$ cat config.mk
export PLATFORM = sky130hd
export DESIGN_NAME = fppi_top
export DESIGN_NICKNAME = d
export VERILOG_FILES = /design/src/include/fppi_pkg.sv /design/src/hdl/fppi_guard.sv /design/src/hdl/fppi_top.sv
export SDC_FILE = /design/constraint.sdc
export NUM_CORES = 1
export LEC_CHECK = 0
export BUFFER_PORTS_ARGS = -buffer_cell sky130_fd_sc_hd__buf_2
export CAP_MARGIN = 20
export CORE_ASPECT_RATIO = 2
export CORE_MARGIN = 10
export CORE_UTILIZATION = 45
export DETAILED_ROUTE_END_ITERATION = 6
export MAX_ROUTING_LAYER = met4
export PLACE_DENSITY = 0.67
export SETUP_SLACK_MARGIN = 0.02
export SYNTH_ARGS = -nofsm -noshare
export SYNTH_HDL_FRONTEND = slang
export SYNTH_HIERARCHICAL = 1
export SYNTH_SLANG_ARGS = --single-unit
$ cat constraint.sdc
create_clock -name CLOCK -period 7.1 [get_ports CLOCK]
set_input_delay 1.065 -clock CLOCK [delete_from_list [all_inputs] [get_ports CLOCK]]
set_output_delay 1.065 -clock CLOCK [all_outputs]
set_load 0.02 [all_outputs]
$ cat src/include/fppi_pkg.sv
// Package with constants, types and carriers of the flash pin and protect block
package fppi_pkg;

  // ****************************************************************
  // Sizes and layout
  // ****************************************************************
  localparam int ID_W       = 4;        // Identity strap width
  localparam int GPI_W      = 5;        // Board input width
  localparam int ADDR_W     = 20;       // Full address width
  localparam int ROW_W      = 11;       // Row half, bits 0..10
  localparam int COL_W      = 9;        // Column half, bits 11..19
  localparam int COL_LSB    = 11;       // First column bit
  localparam int DATA_W     = 8;        // Data pin width
  localparam int NIB_W      = 4;        // Hub nibble width
  localparam int BLK_W      = 4;        // Block index width
  localparam int NBLK       = 16;       // Lock bits held
  localparam int BLK_LSB    = 16;       // Block index field in address
  localparam int STAT_READY = 7;        // Status bit mirrored on ready pin in mux mode
  localparam int STAT_DENY  = 4;        // Status bit set by a refused alter

  // ****************************************************************
  // Top block for each density
  // ****************************************************************
  localparam logic [BLK_W-1:0] TOP_BLK_4M = 4'h7;  // 4 Mbit part
  localparam logic [BLK_W-1:0] TOP_BLK_8M = 4'hf;  // 8 Mbit part

  // ****************************************************************
  // Register offsets of the local register port
  // ****************************************************************
  localparam logic [3:0] OFS_IDENT  = 4'h0;  // Identity strap, read only
  localparam logic [3:0] OFS_GPI    = 4'h1;  // Board inputs, read only
  localparam logic [3:0] OFS_LOCK   = 4'h2;  // Write lock bits, read write
  localparam logic [3:0] OFS_STATUS = 4'h3;  // Status byte, read only
  localparam logic [3:0] OFS_REQ    = 4'h4;  // Alter request, write only
  localparam logic [3:0] OFS_DONE   = 4'h5;  // Finish alter, write only
  localparam logic [3:0] OFS_MUX    = 4'h6;  // Latched mux write-seen flag and address bits 19..8
  localparam logic [3:0] OFS_MUXD   = 4'h7;  // Latched mux address bits 7..0 and data byte

  // ****************************************************************
  // Reset values
  // ****************************************************************
  localparam logic [NBLK-1:0]   LOCK_RST = 16'hffff;  // All blocks locked
  localparam logic [DATA_W-1:0] STAT_RST = 8'h80;     // Ready, no errors

  // ****************************************************************
  // Types
  // ****************************************************************
  typedef enum logic [1:0] {
    FPPI_IDLE,
    FPPI_BUSY,
    FPPI_FAIL
  } fppi_op_e;

  // Alter request from the command front end
  typedef struct packed {
    logic              valid;  // One-cycle request
    logic [BLK_W-1:0]  blk;    // Target block
  } fppi_req_s;

  // Multiplexed pin group
  typedef struct packed {
    logic [ROW_W-1:0]  addr;   // Shared address pins
    logic              row_sel; // Row/column select, high = row
    logic              wr_n;   // Write strobe, low active
    logic              oe_n;   // Output gate, low active
  } fppi_mux_s;

endpackage

$ cat src/hdl/fppi_guard.sv
// Write guard that merges hardware protect pins with register locks
`timescale 1ns/1ps
module fppi_guard (
  // Request
  input  wire logic [fppi_pkg::BLK_W-1:0] blk,
  input  wire logic                       dens_8m,
  // Protection sources
  input  wire logic                       top_guard_n,
  input  wire logic                       gen_guard_n,
  input  wire logic [fppi_pkg::NBLK-1:0]  lock_bits,
  // Result
  output logic                            allow
);

  logic is_top;  // Target is the highest block
  logic hw_ok;   // Applicable pin does not protect
  logic in_rng;  // Block exists in this density

  // ****************************************************************
  // Permission decode
  // ****************************************************************
  always_comb begin
    is_top = dens_8m ? (blk == fppi_pkg::TOP_BLK_8M) : (blk == fppi_pkg::TOP_BLK_4M);
    in_rng = dens_8m | (blk <= fppi_pkg::TOP_BLK_4M);
    // Top pin guards only the top block, general pin the rest
    hw_ok  = is_top ? top_guard_n : gen_guard_n;
    // Pins gate only; lock bits are read, never changed here
    allow  = in_rng & hw_ok & ~lock_bits[blk];
  end

endmodule

$ cat src/hdl/fppi_top.sv
// Pin, strap and write-protect front of a dual-interface flash device
//
// Chosen here: the placing of the registers and the address-and-strobe port.
`timescale 1ns/1ps
module fppi_top (
  // Clock and resets
  input  wire logic                          CLOCK,
  input  wire logic                          RST_N,
  input  wire logic                          IFACE_RST_N,
  input  wire logic                          CPU_RST_N,
  // Straps and board inputs
  input  wire logic                          IFACE_SELECT,
  input  wire logic                          DENS_8M,
  input  wire logic [fppi_pkg::ID_W-1:0]     STRAP_IDENTITY,
  input  wire logic [fppi_pkg::GPI_W-1:0]    BOARD_GP_INPUTS,
  // Protect pins
  input  wire logic                          TOP_GUARD_N,
  input  wire logic                          GEN_GUARD_N,
  // Multiplexed interface pins
  input  wire fppi_pkg::fppi_mux_s           MUX_PINS,
  input  wire logic [fppi_pkg::DATA_W-1:0]   DQ_IN,
  output logic      [fppi_pkg::DATA_W-1:0]   DQ_OUT,
  output logic                               DQ_OE,
  output logic                               DONE_INDICATOR,
  // Hub nibble pins
  output logic                               HUB_NIBBLE_IO_OE,
  // Target identity seen on the hub bus
  input  wire logic [fppi_pkg::ID_W-1:0]     HUB_TARGET_ID,
  output logic                               ID_MATCH,
  // Register port
  input  wire logic [3:0]                    REG_ADDR,
  input  wire logic [15:0]                   REG_WDATA,
  input  wire logic                          REG_WR,
  input  wire logic                          REG_RD,
  output logic      [15:0]                   REG_RDATA,
  // Alter outcome
  output logic                               ALTER_GO,
  output logic                               ALTER_DENY
);

  // ****************************************************************
  // State
  // ****************************************************************
  typedef struct packed {
    fppi_pkg::fppi_op_e               op;        // Alter sequencer
    logic [fppi_pkg::BLK_W-1:0]       blk;       // Block under alteration
    logic [fppi_pkg::NBLK-1:0]        lock;      // Write lock bits
    logic [fppi_pkg::DATA_W-1:0]      status;    // Status byte
    logic [fppi_pkg::ROW_W-1:0]       row;       // Row half latch
    logic [fppi_pkg::COL_W-1:0]       col;       // Column half latch
    logic [fppi_pkg::ADDR_W-1:0]      wr_addr;   // Address of last write
    logic [fppi_pkg::DATA_W-1:0]      wr_data;   // Data of last write
    logic                             wr_n_prev; // Strobe one cycle ago
    logic                             wr_seen;   // A strobed write arrived
    logic                             mux_mode;  // Interface chosen at reset
    logic                             sel_taken; // Select taken after reset
    logic [fppi_pkg::DATA_W-1:0]      dq_out;    // Read drive value
    logic                             dq_oe;     // Data pins driven
    logic                             ready;     // Ready pin
    logic                             hub_oe;    // Hub nibble drive
    logic                             id_match;  // Identity match
    logic [15:0]                      rdata;     // Register read data
    logic                             go;        // Alter granted pulse
    logic                             deny;      // Alter refused pulse
  } fppi_state_s;

  fppi_state_s s_q;  // Registered state
  fppi_state_s s_d;  // Next state

  logic      rst_n;     // Combined internal reset
  logic      allow;     // Guard verdict for the request block
  logic [fppi_pkg::BLK_W-1:0] req_blk;  // Block of a register request
  logic      req_wr;    // Request strobe
  logic      done_wr;   // Finish strobe
  logic      rise;      // Write strobe rising edge

  // ****************************************************************
  // Reset combination
  // ****************************************************************
  // Any of the three inputs low resets the whole block
  assign rst_n = RST_N & IFACE_RST_N & CPU_RST_N;

  // ****************************************************************
  // Register strobes
  // ****************************************************************
  // Request and finish strobes decode the register port
  assign req_wr  = REG_WR & (REG_ADDR == fppi_pkg::OFS_REQ);
  assign done_wr = REG_WR & (REG_ADDR == fppi_pkg::OFS_DONE);
  assign req_blk = REG_WDATA[fppi_pkg::BLK_W-1:0];
  // Strobe level is sampled, so a rise shows one edge after the pin rises
  assign rise    = s_q.mux_mode & ~s_q.wr_n_prev & MUX_PINS.wr_n;

  // ****************************************************************
  // Protection guard
  // ****************************************************************
  fppi_guard u_guard (
    .blk         (req_blk),
    .dens_8m     (DENS_8M),
    .top_guard_n (TOP_GUARD_N),
    .gen_guard_n (GEN_GUARD_N),
    .lock_bits   (s_q.lock),
    .allow       (allow)
  );

  // ****************************************************************
  // Next state
  // ****************************************************************
  always_comb begin
    // Hold all state, then let pulses and read data fall back to idle
    s_d      = s_q;
    s_d.go   = 1'b0;
    s_d.deny = 1'b0;
    s_d.rdata = 16'h0000;
    s_d.wr_n_prev = MUX_PINS.wr_n;

    // Interface choice is taken on the first edge after reset, then held
    s_d.sel_taken = 1'b1;
    if (!s_q.sel_taken) begin
      s_d.mux_mode = IFACE_SELECT;
    end

    // Strobe rise latches both address halves and the data byte
    if (rise) begin
      s_d.wr_addr = {s_q.col, s_q.row};
      s_d.wr_data = DQ_IN;
      s_d.wr_seen = 1'b1;
    end
    // Row or column half follows the select while in mux mode
    if (s_q.mux_mode) begin
      if (MUX_PINS.row_sel) begin
        s_d.row = MUX_PINS.addr;
      end else begin
        s_d.col = MUX_PINS.addr[fppi_pkg::COL_W-1:0];
      end
    end

    // Register writes
    if (REG_WR) begin
      case (REG_ADDR)
        fppi_pkg::OFS_LOCK: begin
          s_d.lock = REG_WDATA;  // Only software touches lock bits
        end
        fppi_pkg::OFS_MUX: begin
          s_d.wr_seen = rise;  // A strobe rise in the same cycle wins
        end
        default: begin
        end
      endcase
    end

    // Alter sequencer
    case (s_q.op)
      fppi_pkg::FPPI_IDLE: begin
        if (req_wr) begin
          if (allow) begin
            // Grant starts the alter and shows busy
            s_d.op  = fppi_pkg::FPPI_BUSY;
            s_d.blk = req_blk;
            s_d.go  = 1'b1;
            s_d.status[fppi_pkg::STAT_READY] = 1'b0;
          end else begin
            // Refusal leaves the sequencer idle and flags the status byte
            s_d.deny = 1'b1;
            s_d.status[fppi_pkg::STAT_READY] = 1'b1;
            s_d.status[fppi_pkg::STAT_DENY] = 1'b1;
          end
        end
      end
      fppi_pkg::FPPI_BUSY: begin
        if (done_wr) begin
          // Finish write ends the alter and shows ready
          s_d.op = fppi_pkg::FPPI_IDLE;
          s_d.status[fppi_pkg::STAT_READY] = 1'b1;
        end
      end
      default: begin
        s_d.op = fppi_pkg::FPPI_IDLE;
      end
    endcase

    // Register reads, data stand one cycle later
    // Unmapped offsets answer zero
    if (REG_RD) begin
      case (REG_ADDR)
        fppi_pkg::OFS_IDENT:  s_d.rdata = {12'h000, STRAP_IDENTITY};
        fppi_pkg::OFS_GPI:    s_d.rdata = {11'h000, BOARD_GP_INPUTS};
        fppi_pkg::OFS_LOCK:   s_d.rdata = s_q.lock;
        fppi_pkg::OFS_STATUS: s_d.rdata = {8'h00, s_q.status};
        fppi_pkg::OFS_MUX:    s_d.rdata = {s_q.wr_seen, 3'h0, s_q.wr_addr[fppi_pkg::ADDR_W-1:8]};
        fppi_pkg::OFS_MUXD:   s_d.rdata = {s_q.wr_addr[7:0], s_q.wr_data};
        default:              s_d.rdata = 16'h0000;
      endcase
    end

    // Data pins drive only on a gated read in mux mode, else float
    // Drive is registered, so it follows the gate one edge late
    s_d.dq_oe  = s_q.mux_mode & ~MUX_PINS.oe_n & MUX_PINS.wr_n;
    s_d.dq_out = s_q.status;
    s_d.ready  = s_q.mux_mode & s_q.status[fppi_pkg::STAT_READY];
    s_d.hub_oe = 1'b0;
    s_d.id_match = ~s_q.mux_mode & (HUB_TARGET_ID == STRAP_IDENTITY);
  end

  // ****************************************************************
  // State register
  // ****************************************************************
  // Reset restores locked blocks and a ready status
  always_ff @(posedge CLOCK or negedge rst_n) begin
    if (!rst_n) begin
      s_q           <= '0;
      s_q.op        <= fppi_pkg::FPPI_IDLE;
      s_q.lock      <= fppi_pkg::LOCK_RST;
      s_q.status    <= fppi_pkg::STAT_RST;
      s_q.wr_n_prev <= 1'b1;
    end else begin
      s_q <= s_d;
    end
  end

  // ****************************************************************
  // Outputs
  // ****************************************************************
  assign DQ_OUT           = s_q.dq_out;
  assign DQ_OE            = s_q.dq_oe;
  assign DONE_INDICATOR   = s_q.ready;
  assign HUB_NIBBLE_IO_OE = s_q.hub_oe;
  assign ID_MATCH         = s_q.id_match;
  assign REG_RDATA        = s_q.rdata;
  assign ALTER_GO         = s_q.go;
  assign ALTER_DENY       = s_q.deny;

  // ****************************************************************
  // Checks
  // ****************************************************************
  AST_TOP_GUARD: assert property (@(posedge CLOCK) disable iff (!rst_n)
    (req_wr && s_q.op == fppi_pkg::FPPI_IDLE && !TOP_GUARD_N && DENS_8M && req_blk == fppi_pkg::TOP_BLK_8M)
    |=> !ALTER_GO && ALTER_DENY)
    else $error("top block altered while top pin low");

  AST_GEN_GUARD: assert property (@(posedge CLOCK) disable iff (!rst_n)
    (req_wr && s_q.op == fppi_pkg::FPPI_IDLE && !GEN_GUARD_N && DENS_8M && req_blk != fppi_pkg::TOP_BLK_8M)
    |=> !ALTER_GO)
    else $error("lower block altered while general pin low");

  AST_LOCK_HOLD: assert property (@(posedge CLOCK) disable iff (!rst_n)
    (req_wr && s_q.op == fppi_pkg::FPPI_IDLE && s_q.lock[req_blk]) |=> !ALTER_GO)
    else $error("locked block altered");

  AST_PINS_KEEP_LOCK: assert property (@(posedge CLOCK) disable iff (!rst_n)
    !(REG_WR && REG_ADDR == fppi_pkg::OFS_LOCK) |=> $stable(s_q.lock))
    else $error("lock bits changed without software write");

  AST_GRANT: assert property (@(posedge CLOCK) disable iff (!rst_n)
    (req_wr && s_q.op == fppi_pkg::FPPI_IDLE && TOP_GUARD_N && DENS_8M &&
     req_blk == fppi_pkg::TOP_BLK_8M && !s_q.lock[req_blk]) |=> ALTER_GO ##1 !DONE_INDICATOR)
    else $error("unprotected top block not granted");

  AST_READY: assert property (@(posedge CLOCK) disable iff (!rst_n)
    ##1 DONE_INDICATOR == ($past(s_q.mux_mode) && $past(s_q.status[fppi_pkg::STAT_READY])))
    else $error("ready pin does not mirror status");

  AST_DQ_GATE: assert property (@(posedge CLOCK) disable iff (!rst_n)
    MUX_PINS.oe_n |=> !DQ_OE)
    else $error("data driven without output gate");

  AST_LATCH: assert property (@(posedge CLOCK) disable iff (!rst_n)
    rise |=> s_q.wr_data == $past(DQ_IN) && s_q.wr_seen)
    else $error("strobe rise did not latch data");

  AST_GPI: assert property (@(posedge CLOCK) disable iff (!rst_n)
    (REG_RD && REG_ADDR == fppi_pkg::OFS_GPI) |=> REG_RDATA[4:0] == $past(BOARD_GP_INPUTS))
    else $error("board inputs misread");

  AST_HUB_FLOAT: assert property (@(posedge CLOCK) disable iff (!rst_n)
    !HUB_NIBBLE_IO_OE)
    else $error("hub pins driven");

  // Row half follows the pins in mux mode whenever the select points at the row
  AST_ROW_LATCH: assert property (@(posedge CLOCK) disable iff (!rst_n)
    (s_q.mux_mode && MUX_PINS.row_sel) |=> s_q.row == $past(MUX_PINS.addr))
    else $error("row half not latched");

  // Column half takes the low pins in mux mode while the select points at the column
  AST_COL_LATCH: assert property (@(posedge CLOCK) disable iff (!rst_n)
    (s_q.mux_mode && !MUX_PINS.row_sel) |=> s_q.col == $past(MUX_PINS.addr[fppi_pkg::COL_W-1:0]))
    else $error("column half not latched");

  // Identity compare answers only in hub mode, once the select is taken
  AST_ID_MATCH: assert property (@(posedge CLOCK) disable iff (!rst_n)
    s_q.sel_taken |=> ID_MATCH == (!$past(s_q.mux_mode) && $past(HUB_TARGET_ID) == $past(STRAP_IDENTITY)))
    else $error("identity match wrong");

  // Lower blocks of the small part are guarded by the general pin as well
  AST_GEN_GUARD_4M: assert property (@(posedge CLOCK) disable iff (!rst_n)
    (req_wr && s_q.op == fppi_pkg::FPPI_IDLE && !GEN_GUARD_N && !DENS_8M && req_blk < fppi_pkg::TOP_BLK_4M)
    |=> !ALTER_GO && ALTER_DENY)
    else $error("lower block of small part altered while general pin low");

  // Top block of the small part is block seven, not fifteen
  AST_TOP_GUARD_4M: assert property (@(posedge CLOCK) disable iff (!rst_n)
    (req_wr && s_q.op == fppi_pkg::FPPI_IDLE && !TOP_GUARD_N && !DENS_8M && req_blk == fppi_pkg::TOP_BLK_4M)
    |=> !ALTER_GO && ALTER_DENY)
    else $error("top block of small part altered while top pin low");

  // A request during an alter is dropped, neither granted nor refused
  AST_BUSY_IGNORE: assert property (@(posedge CLOCK) disable iff (!rst_n)
    (req_wr && s_q.op == fppi_pkg::FPPI_BUSY) |=> !ALTER_GO && !ALTER_DENY)
    else $error("request during alter answered");

  // Every refusal leaves its mark in the status byte
  AST_DENY_FLAG: assert property (@(posedge CLOCK) disable iff (!rst_n)
    ALTER_DENY |-> s_q.status[fppi_pkg::STAT_DENY])
    else $error("refusal not flagged in status");

  // Read data stand only in the cycle after a read
  AST_RDATA_IDLE: assert property (@(posedge CLOCK) disable iff (!rst_n)
    !REG_RD |=> REG_RDATA == 16'h0000)
    else $error("read data outside read answer");

endmodule

==> results of run 1 <==
-- where the power goes --
part | switching, mW | internal, mW | total, mW
Combinational | 0.0934 | 0.135 | 0.229
Clock | 0.203 | 0.346 | 0.549
Sequential | 0.0742 | 0.661 | 0.735
-- kinds of logic after synthesis --
logic type      Yosys count  synth area share, %
other cells               2                0.171
mux                      83                 21.9
compound gates           36                 5.43
buf+inv                  44                 6.60
xor+xnor                  4                0.800
flops                    94                 54.2
simple gates             74                 10.9
-- layer usage --
metal  vias to the layer above  global-route usage (%)  share of wire, %
met5                         -                       -                 0
met4                         0                    6.95               2.5
met3                        17                    4.01               4.8
met2                        68                    26.4                57
met1                      1359                    13.4                36
li1                       1300                       -                 -
-- stage by stage --
stage	hold slack, ns	util (%)	instances
floorplan	0.363	-	343
global placement	0.376	50.1	518
detailed placement	0.378	50.1	518
CTS	0.391	53.7	534
global route	0.404	53.7	534
finish	0.390	53.7	534
-- flip-flops by register name, summed over array words and instances, names as in the netlist --
name / count
ALTER_DENY: 1
DQ_OE: 1
s_d: 2
ID_MATCH: 1
s_q: 69
ALTER_GO: 1
REG_RDATA: 16
DONE_INDICATOR: 1
DQ_OUT: 2
-- worst max-delay path: stages --
cell	delay, ns
buf_2	0.31
nor4b_4	0.51
nand2_4	0.27
mux2_4	0.36
-- placed cells by master, fill, tap and decap left out, types with 4 or more instances in the layout --
master / synthesis / routed
a21oi_1: 7 / 7
a22oi_1: 9 / 9
and3b_1: 7 / 7
buf_2: 6 / 87
clkbuf_16: 0 / 9
conb_1: 2 / 8
dfrtp_1: 76 / 76
dfstp_2: 18 / 18
mux2_2: 64 / 64
mux2_4: 10 / 10
mux2i_1: 9 / 9
nand2_1: 8 / 8
nand3_1: 5 / 5
nand3b_1: 4 / 4
nor2_1: 14 / 14
nor3_1: 5 / 5
nor3b_1: 8 / 8
o21ai_0: 6 / 6
-- area by class of cell --
cell class                 count  area (um^2)  share of cell area, %
clock buffer                   9          225                   4.44
clock inverter                 7          120                   2.37
inverter                       1         3.75                 0.0740
multi-input combinational    205         1750                   34.4
sequential                    94         2370                   46.8
tap                          130          163                   3.21
timing repair buffer          88          443                   8.73
-- worst paths after layout --
check / from / end / depth (start not counted)
max: REG_ADDR[1] / s_q[103] / 4
min: s_d[26] / DQ_OUT[4] / 0
max reg2reg: s_q[31] / s_q[67] / 2
min reg2reg: s_d[26] / DQ_OUT[4] / 0
max in group asynchronous: CPU_RST_N / ALTER_GO / 3
min in group asynchronous: IFACE_RST_N / s_q[31] / 2
-- cells in the mapped netlist (7+ instances only) --
library cell	number	area, um^2
buf_4	25	188
mux2_2	64	721
a21oi_1	7	35.0
clkbuf_1	9	33.8
dfstp_2	18	473
nand2_1	8	30.0
dfrtp_1	76	1900
a22oi_1	9	67.6
and3b_1	7	61.3
mux2_4	10	150
nor2_1	14	52.6
mux2i_1	9	90.1
nor3b_1	8	60.1
==> results.sh, run 1 <==
export IMPL_status="finished, final reports clean"
export IMPL_ys_async_sr_fraction_pct=100
export IMPL_die_y_um=160
export IMPL_synth_enable_flop_cells=0
export IMPL_final_area_um2=5070
export IMPL_rsz0062_at_grt="no"
export IMPL_overflow=0
export IMPL_worst_pin_slew_ns=0.896
export IMPL_final_hold_violation_count=0
export IMPL_cp_data_arrival_time_ns=2.54
export IMPL_fin_tns_setup_ns=0
export IMPL_ctsHtreeMaxLevel=3
export IMPL_ioPinCount=95
export IMPL_worstSetupStartpointType="primary input"
export IMPL_post_drt_wl_per_cell_um=18.5
export IMPL_holdBufCountCts=0
export IMPL_path_class="primary input to flop"
export IMPL_syn_avg_cell_area_um2=13.0
export IMPL_diodes=0
export IMPL_track_usage_pct=14.5
export IMPL_antenna_left=0
export IMPL_rows=50
export IMPL_finalMaxSlewViolations=0
export IMPL_drive_above_1_share_pct=50.0
export IMPL_vias_per_cell=5.14
export IMPL_reg2reg_slack_ns=5.35
export IMPL_die_width_um=89.8
export IMPL_first_iter_violations=139
export IMPL_clkTransAtPathRegs_ns=0.06
export IMPL_clk_path_buf_depth=2
export IMPL_slew_headroom_pct=40.2
export IMPL_synth_cell_area_um2=4380
export IMPL_end_kind="flop"
export IMPL_ys_seq_area_share_pct=54.2
export IMPL_dr_total_vias=2744
export IMPL_maxCapViolations=0
export IMPL_clock_skew_ns=0.00592
export IMPL_post_cts_buffers=0
export IMPL_cp_required_ns=7.37
export IMPL_min_period_ns=2.27
export IMPL_powerDensity_nw_per_um2=298
export IMPL_max_freq_mhz=441
export IMPL_die_area_um2=14300
export IMPL_post_dp_cell_area_um2=4730
export IMPL_yosysWarnings=6
export IMPL_coreArea_um2=9450
export IMPL_hold_class="flop to flop"
export IMPL_port_buffers=87
export IMPL_synth_flop_cell="dfrtp_1"
export IMPL_layout_setup_ws_ns=4.83
export IMPL_path_max_fanout=25
export IMPL_ys_ff_latch=94
export IMPL_post_place_ws_ns=4.47
export IMPL_antenna_found_initial=0
export IMPL_syn_inst=337
export IMPL_routed_wl_mm=9.87
export IMPL_area_growth_pct=15.8
export IMPL_clk_latency_ns=0.34
export IMPL_yosysUniqueCellTypes=43
export IMPL_setup_viol=0
export IMPL_ir_drop_uv=138
export IMPL_period_share_pct=31.9
export IMPL_nets=464
export IMPL_drc_errors=0
export IMPL_routabilityCongestion=0.877
export IMPL_power_mw=1.51
export IMPL_grt_max_degree=70
export IMPL_power_leakage_nw=2.41
export IMPL_clock_sinks=94
export IMPL_ctsResizeCount=0
export IMPL_cts_tree="done"
export IMPL_root_buffer="clkbuf_16"
export IMPL_fillers=804
export IMPL_start_util_pct=46.4
export IMPL_grt_pass1_wl_mm=16.0
export IMPL_grt_pass1_vias=3022
export IMPL_drtPass1Iterations=4
export IMPL_hpwl_mm=7.71
export IMPL_cts_buffers_inserted=9
Note: power is estimated with default switching activity, not from simulation.
==> run 2: changes to the inputs <==
--- a/config.mk
+++ b/config.mk
@@ -5,6 +5,7 @@
 export SDC_FILE = /design/constraint.sdc
 export NUM_CORES = 1
 export LEC_CHECK = 0
+export ABC_AREA = 1
 export BUFFER_PORTS_ARGS = -buffer_cell sky130_fd_sc_hd__buf_2
 export CAP_MARGIN = 20
 export CORE_ASPECT_RATIO = 2
==> constraint.sdc (replaced) <==
create_clock -name CLOCK -period 2.2 [get_ports CLOCK]
set_input_delay 0.33 -clock CLOCK [delete_from_list [all_inputs] [get_ports CLOCK]]
set_output_delay 0.33 -clock CLOCK [all_outputs]
set_load 0.02 [all_outputs]
==> run 2 against run 1 <==
Routed wire length rose by 4.9%. Cell area rose by 1.1%. Non-clock buffer count rose by 3. Critical endpoint is now s_d[26].
==> results.sh, run 2 <==
export IMPL_whs_ns=0.0874
export IMPL_regMostFlops="s_q"
export IMPL_coreArea_um2=9700
export IMPL_cts_tree="done"
export IMPL_reg2reg_depth=9
export IMPL_setup_viol=0
export IMPL_post_cts_buffers=0
export IMPL_ys_async_sr_fraction_pct=100
export IMPL_end_kind="flop"
export IMPL_ioPinCount=95
export IMPL_largest_register_ffs=69
export IMPL_ctsResizeCount=0
export IMPL_finalMaxSlewViolations=0
export IMPL_path_max_fanout=3
export IMPL_ctsHtreeMaxLevel=3
export IMPL_first_iter_violations=215
export IMPL_max_freq_mhz=686
export IMPL_clock_skew_ns=0.0102
export IMPL_period_share_pct=66.3
export IMPL_r2r_start="s_q[105]"
export IMPL_yosysWarnings=6
export IMPL_yosysUniqueCellTypes=30
export IMPL_yosysTopAreaCell="dfrtp_1"
export IMPL_syn_inst=534
export IMPL_ys_ff_latch=94
export IMPL_cts_buffers_inserted=9
export IMPL_diodes=0
export IMPL_status="finished, final reports clean"
export IMPL_die_width_um=90.3
export IMPL_overflow=0
export IMPL_cp_data_arrival_time_ns=1.75
export IMPL_drc_errors=0
export IMPL_start_util_pct=45.9
export IMPL_vias_per_cell=4.79
export IMPL_maxCapViolations=0
export IMPL_reg2reg_slack_ns=0.74
export IMPL_syn_avg_cell_area_um2=8.34
export IMPL_clock_sinks=94
export IMPL_rsz0062_at_grt="no"
export IMPL_worstReg2RegEnd="s_d[26]"
export IMPL_synth_flop_cell="dfrtp_1"
export IMPL_track_usage_pct=15.1
export IMPL_path_class="flop to flop"
export IMPL_worstSetupStartpointType="flop"
export IMPL_port_buffers=87
export IMPL_synth_common_cells="146 x nand2_1, 77 x nand3_1, 76 x dfrtp_1"
export IMPL_grt_max_degree=58
export IMPL_rows=51
export IMPL_routed_wl_mm=10.3
export IMPL_fin_tns_setup_ns=0
export IMPL_drtPass1Iterations=5
export IMPL_min_period_ns=1.46
export IMPL_die_y_um=161
export IMPL_root_buffer="clkbuf_16"
export IMPL_grt_pass1_vias=3612
export IMPL_synth_enable_flop_cells=0
export IMPL_ir_drop_uv=461
export IMPL_yosysMostFrequentCell="nand2_1"
export IMPL_clk_path_buf_depth=2
export IMPL_powerDensity_nw_per_um2=908
export IMPL_die_area_um2=14500
export IMPL_hold_class="primary input to async pin"
export IMPL_antenna_left=0
export IMPL_ys_top_cells_by_area="dfrtp_1 43%, nand2_1 12%, dfstp_2 11%"
export IMPL_synth_cell_area_um2=4450
export IMPL_grt_pass1_wl_mm=17.4
export IMPL_synth_top_area_share_pct=42.7
export IMPL_area_growth_pct=15.2
export IMPL_mostFrequentLayoutCell="nand2_1"
export IMPL_cp_required_ns=2.49
export IMPL_ys_seq_area_share_pct=53.3
export IMPL_clk_latency_ns=0.35
export IMPL_routabilityCongestion=0.881
export IMPL_hpwl_mm=8.10
export IMPL_antenna_found_initial=0
export IMPL_nets=660
export IMPL_dr_total_vias=3506
export IMPL_slew_headroom_pct=58.3
export IMPL_worst_pin_slew_ns=0.624
export IMPL_layout_common_cells="146 x nand2_1, 87 x buf_2, 77 x nand3_1"
export IMPL_drive_above_1_share_pct=23.0
export IMPL_final_hold_violation_count=0
export IMPL_holdBufCountCts=0
export IMPL_clkTransAtPathRegs_ns=0.07
export IMPL_power_leakage_nw=2.80
export IMPL_post_drt_wl_per_cell_um=14.1
[run 2: per-layer routing]
metal	vias to the layer above	routed length, um	global-route usage [%]	share of wire [%]
met5	-	0	-	0
met4	0	223	6.19	2.2
met1	1667	3810	14.6	37
met3	14	371	3.36	3.6
li1	1756	-	-	-
met2	69	5940	28.1	57
[run 2: worst max-delay path by stage]
stage	startpoint	endpoint
floorplan	CPU_RST_N	ALTER_DENY
global placement	REG_WDATA[0]	s_d[26]
detailed placement	REG_WDATA[0]	s_d[26]
CTS	s_q[101]	s_d[26]
global route	s_q[92]	s_d[26]
finish	s_q[105]	s_d[26]
[run 2: power breakdown]
group	leakage (nW)	total, mW	switching, mW	internal (mW)
registers	1.18	2.25	0.183	2.07
logic	1.46	0.618	0.379	0.239
clock network	0.158	1.79	0.673	1.11
total	2.80	4.65	1.24	3.42
[run 2: kinds of logic after synthesis]
logic type	Yosys count	share of synthesized area (%)
other	2	0.169
AOI/OAI and AO/OA	56	6.35
xor gates and xnor gates	4	0.787
and+or+nand+nor	262	25.7
muxes	1	0.253
buffers and inverters	115	13.4
DFF	94	53.3
[run 2: worst max-delay path, cell delays in order (launching register included)]
cell and delay, ns:
dfstp_2 0.56, inv_1 0.04, nand2_1 0.05, nand3_1 0.07
nand3_1 0.09, nand3_1 0.07, nand2_1 0.08, nor2_1 0.08
nor3_1 0.23, or2_1 0.13
[run 2: metrics by stage]
stage                     power (mW)  setup WS, ns  utilization, %  instances  area [um^2]
after detailed placement        2.90         0.518            49.3        716         4780
after floorplan                 2.71         0.376               -        540         4480
after global placement          2.87         0.555            49.3        716         4780
after global routing            4.88         0.587            52.9        732         5130
final                           4.65         0.742            52.9        732         5130
after CTS                       4.68         0.742            52.9        732         5130
[run 2: layout make-up]
| cell class | count | area (um^2) |
|---|---|---|
| fill | 966 | 4570 |
| multi-input combinational | 331 | 1510 |
| timing repair buffer | 91 | 478 |
| inverter | 68 | 255 |
| clock inverter | 7 | 121 |
| sequential | 94 | 2370 |
| tap | 132 | 165 |
| clock buffer | 9 | 225 |
==> run 3: changes to the inputs <==
==> constraint.sdc (replaced) <==
create_clock -name CLOCK -period 1.5 [get_ports CLOCK]
set_input_delay 0.225 -clock CLOCK [delete_from_list [all_inputs] [get_ports CLOCK]]
set_output_delay 0.225 -clock CLOCK [all_outputs]
set_load 0.02 [all_outputs]
==> run 3 against run 2 <==
The flow now finishes with violations (negative hold slack). Flip-flop and latch count did not move. Register-to-register slack got worse by 0.67 ns. Power rose by 37%. Maximum frequency rose by 2.2%. Critical path depth is 1 higher. Sequential share of layout area down 0.96 points. Core utilization is 1.1 points higher. Global-route usage is 0.65 points higher. Worst hold slack got worse by 0.098 ns. First-iteration DRC count grew 11%. Sequential power grew 46%. Largest cell class unchanged. Largest power group unchanged. Highest routed layer unchanged.
==> results.sh, run 3 (synthesis gave the netlist of run 2 again) <==
export IMPL_grt_pass1_wl_mm=18.0
export IMPL_cp_required_ns=1.77
export IMPL_fin_tns_setup_ns=0
export IMPL_path_max_fanout=3
export IMPL_crit_end="s_d[29]"
export IMPL_largest_register_ffs=69
export IMPL_drc_errors=0
export IMPL_overflow=0
export IMPL_first_iter_violations=239
export IMPL_coreArea_um2=9700
export IMPL_clk_path_buf_depth=2
export IMPL_crit_path_start="s_q[96]"
export IMPL_end_kind="flop"
export IMPL_cts_tree="done"
export IMPL_min_period_ns=1.43
export IMPL_post_drt_wl_per_cell_um=14.6
export IMPL_max_freq_mhz=701
export IMPL_period_share_pct=95.1
export IMPL_drive_above_1_share_pct=25.0
export IMPL_die_y_um=161
export IMPL_routabilityCongestion=0.851
export IMPL_post_cts_buffers=0
export IMPL_die_width_um=90.3
export IMPL_post_place_ws_ns=-0.0509
export IMPL_clkTransAtPathRegs_ns=0.06
export IMPL_dr_total_vias=3598
export IMPL_vias_per_cell=4.84
export IMPL_layout_common_cells="144 x nand2_1, 87 x buf_2, 76 x dfrtp_1, 76 x nand3_1, 65 x inv_1"
export IMPL_antenna_found_initial=0
export IMPL_reg2reg_depth=10
export IMPL_grt_max_degree=58
export IMPL_rows=51
export IMPL_regMostFlops="s_q"
export IMPL_final_hold_violation_count=17
export IMPL_cp_data_arrival_time_ns=1.70
export IMPL_start_util_pct=45.9
export IMPL_status="finished, violations left"
export IMPL_ioPinCount=95
export IMPL_area_growth_pct=17.6
export IMPL_worstSetupStartpointType="flop"
export IMPL_fin_cells=744
export IMPL_ff_latch_area_um2=2370
export IMPL_path_class="flop to flop"
export IMPL_finalMaxSlewViolations=0
export IMPL_clk_latency_ns=0.34
export IMPL_cts_buffers_inserted=9
export IMPL_maxCapViolations=0
export IMPL_dp_cells=726
export IMPL_worstReg2RegEnd="s_d[29]"
export IMPL_whs_ns=-0.0103
export IMPL_diodes=0
export IMPL_mostFrequentLayoutCell="nand2_1"
export IMPL_fillers=930
export IMPL_ctsHtreeMaxLevel=3
export IMPL_final_area_um2=5240
export IMPL_grt_pass1_vias=3723
export IMPL_antenna_left=0
export IMPL_nets=672
export IMPL_hpwl_mm=8.47
export IMPL_root_buffer="clkbuf_16"
export IMPL_reg2reg_slack_ns=0.07
export IMPL_track_usage_pct=15.8
export IMPL_clock_sinks=94
export IMPL_die_area_um2=14500
export IMPL_port_buffers=87
export IMPL_ir_drop_uv=653
export IMPL_powerDensity_nw_per_um2=1220
export IMPL_r2r_start="s_q[96]"
export IMPL_hold_class="primary input to async pin"
export IMPL_setup_viol=0
export IMPL_layout_setup_ws_ns=0.0736
export IMPL_post_dp_cell_area_um2=4910
export IMPL_violations="negative hold slack"
export IMPL_power_leakage_nw=2.86
export IMPL_clock_skew_ns=0.00948
export IMPL_rsz0062_at_grt="no"
export IMPL_routed_wl_mm=10.9
export IMPL_multi_input_area_um2=1540
export IMPL_drtPass1Iterations=5
## run 3: final cells by class
cell class                      count  share of cell area [%]
Clock inverter                      3                   0.406
Sequential cell                    94                    45.3
Tap cell                          132                    3.15
Inverter                           68                    4.87
Clock buffer                       13                    4.97
Timing Repair Buffer              103                    11.9
Multi-Input combinational cell    331                    29.4
## run 3: timing repair
| item | 4_1_cts | 5_1_grt |
|---|---|---|
| setup endpoints to repair | 0 | 3 |
| hold buffers | 2 | 0 |
| gates resized for setup | 0 | 9 |
| endpoints found under the hold margin | 13 | 0 |
## run 3: where the power goes
part,internal (mW),switching [mW]
sequential,3.03,0.259
clock,1.21,0.905
combinational,0.391,0.594
## run 3: per-stage QoR
stage | power (mW) | utilization (%)
2_1_floorplan | 3.97 | -
3_3_place_gp | 4.25 | 50.6
3_5_place_dp | 4.30 | 50.6
4_1_cts | 6.43 | 53.7
5_1_grt | 6.75 | 54.0
6_report | 6.40 | 54.0
## run 3: worst min path at each step
stage,startpoint,endpoint,depth (start not counted)
after detailed placement,MUX_PINS[1],s_q[33],1
final,RST_N,DQ_OE,2
after floorplan,MUX_PINS[1],s_q[33],0
after CTS,RST_N,DQ_OE,2
after global routing,RST_N,DQ_OE,2
after global placement,MUX_PINS[1],s_q[33],1
## run 3: metal layers
metal  wire length [um]  part of all wire (%)  global-route usage, %
met1               3940                    36                   15.2
met2               6180                    57                   29.0
met3                354                   3.3                   2.47
met4                389                   3.6                   8.81
met5                  0                     0                      -
## run 3: worst max-delay path, stage by stage, from the launching register on
cell,delay [ns]
dfstp_2,0.55
inv_1,0.06
nand2_1,0.06
nand3_1,0.07
nand3_1,0.09
nand2_1,0.07
nor2_2,0.14
nor2_4,0.07
nand2_2,0.08
inv_1,0.06
a21oi_2,0.11
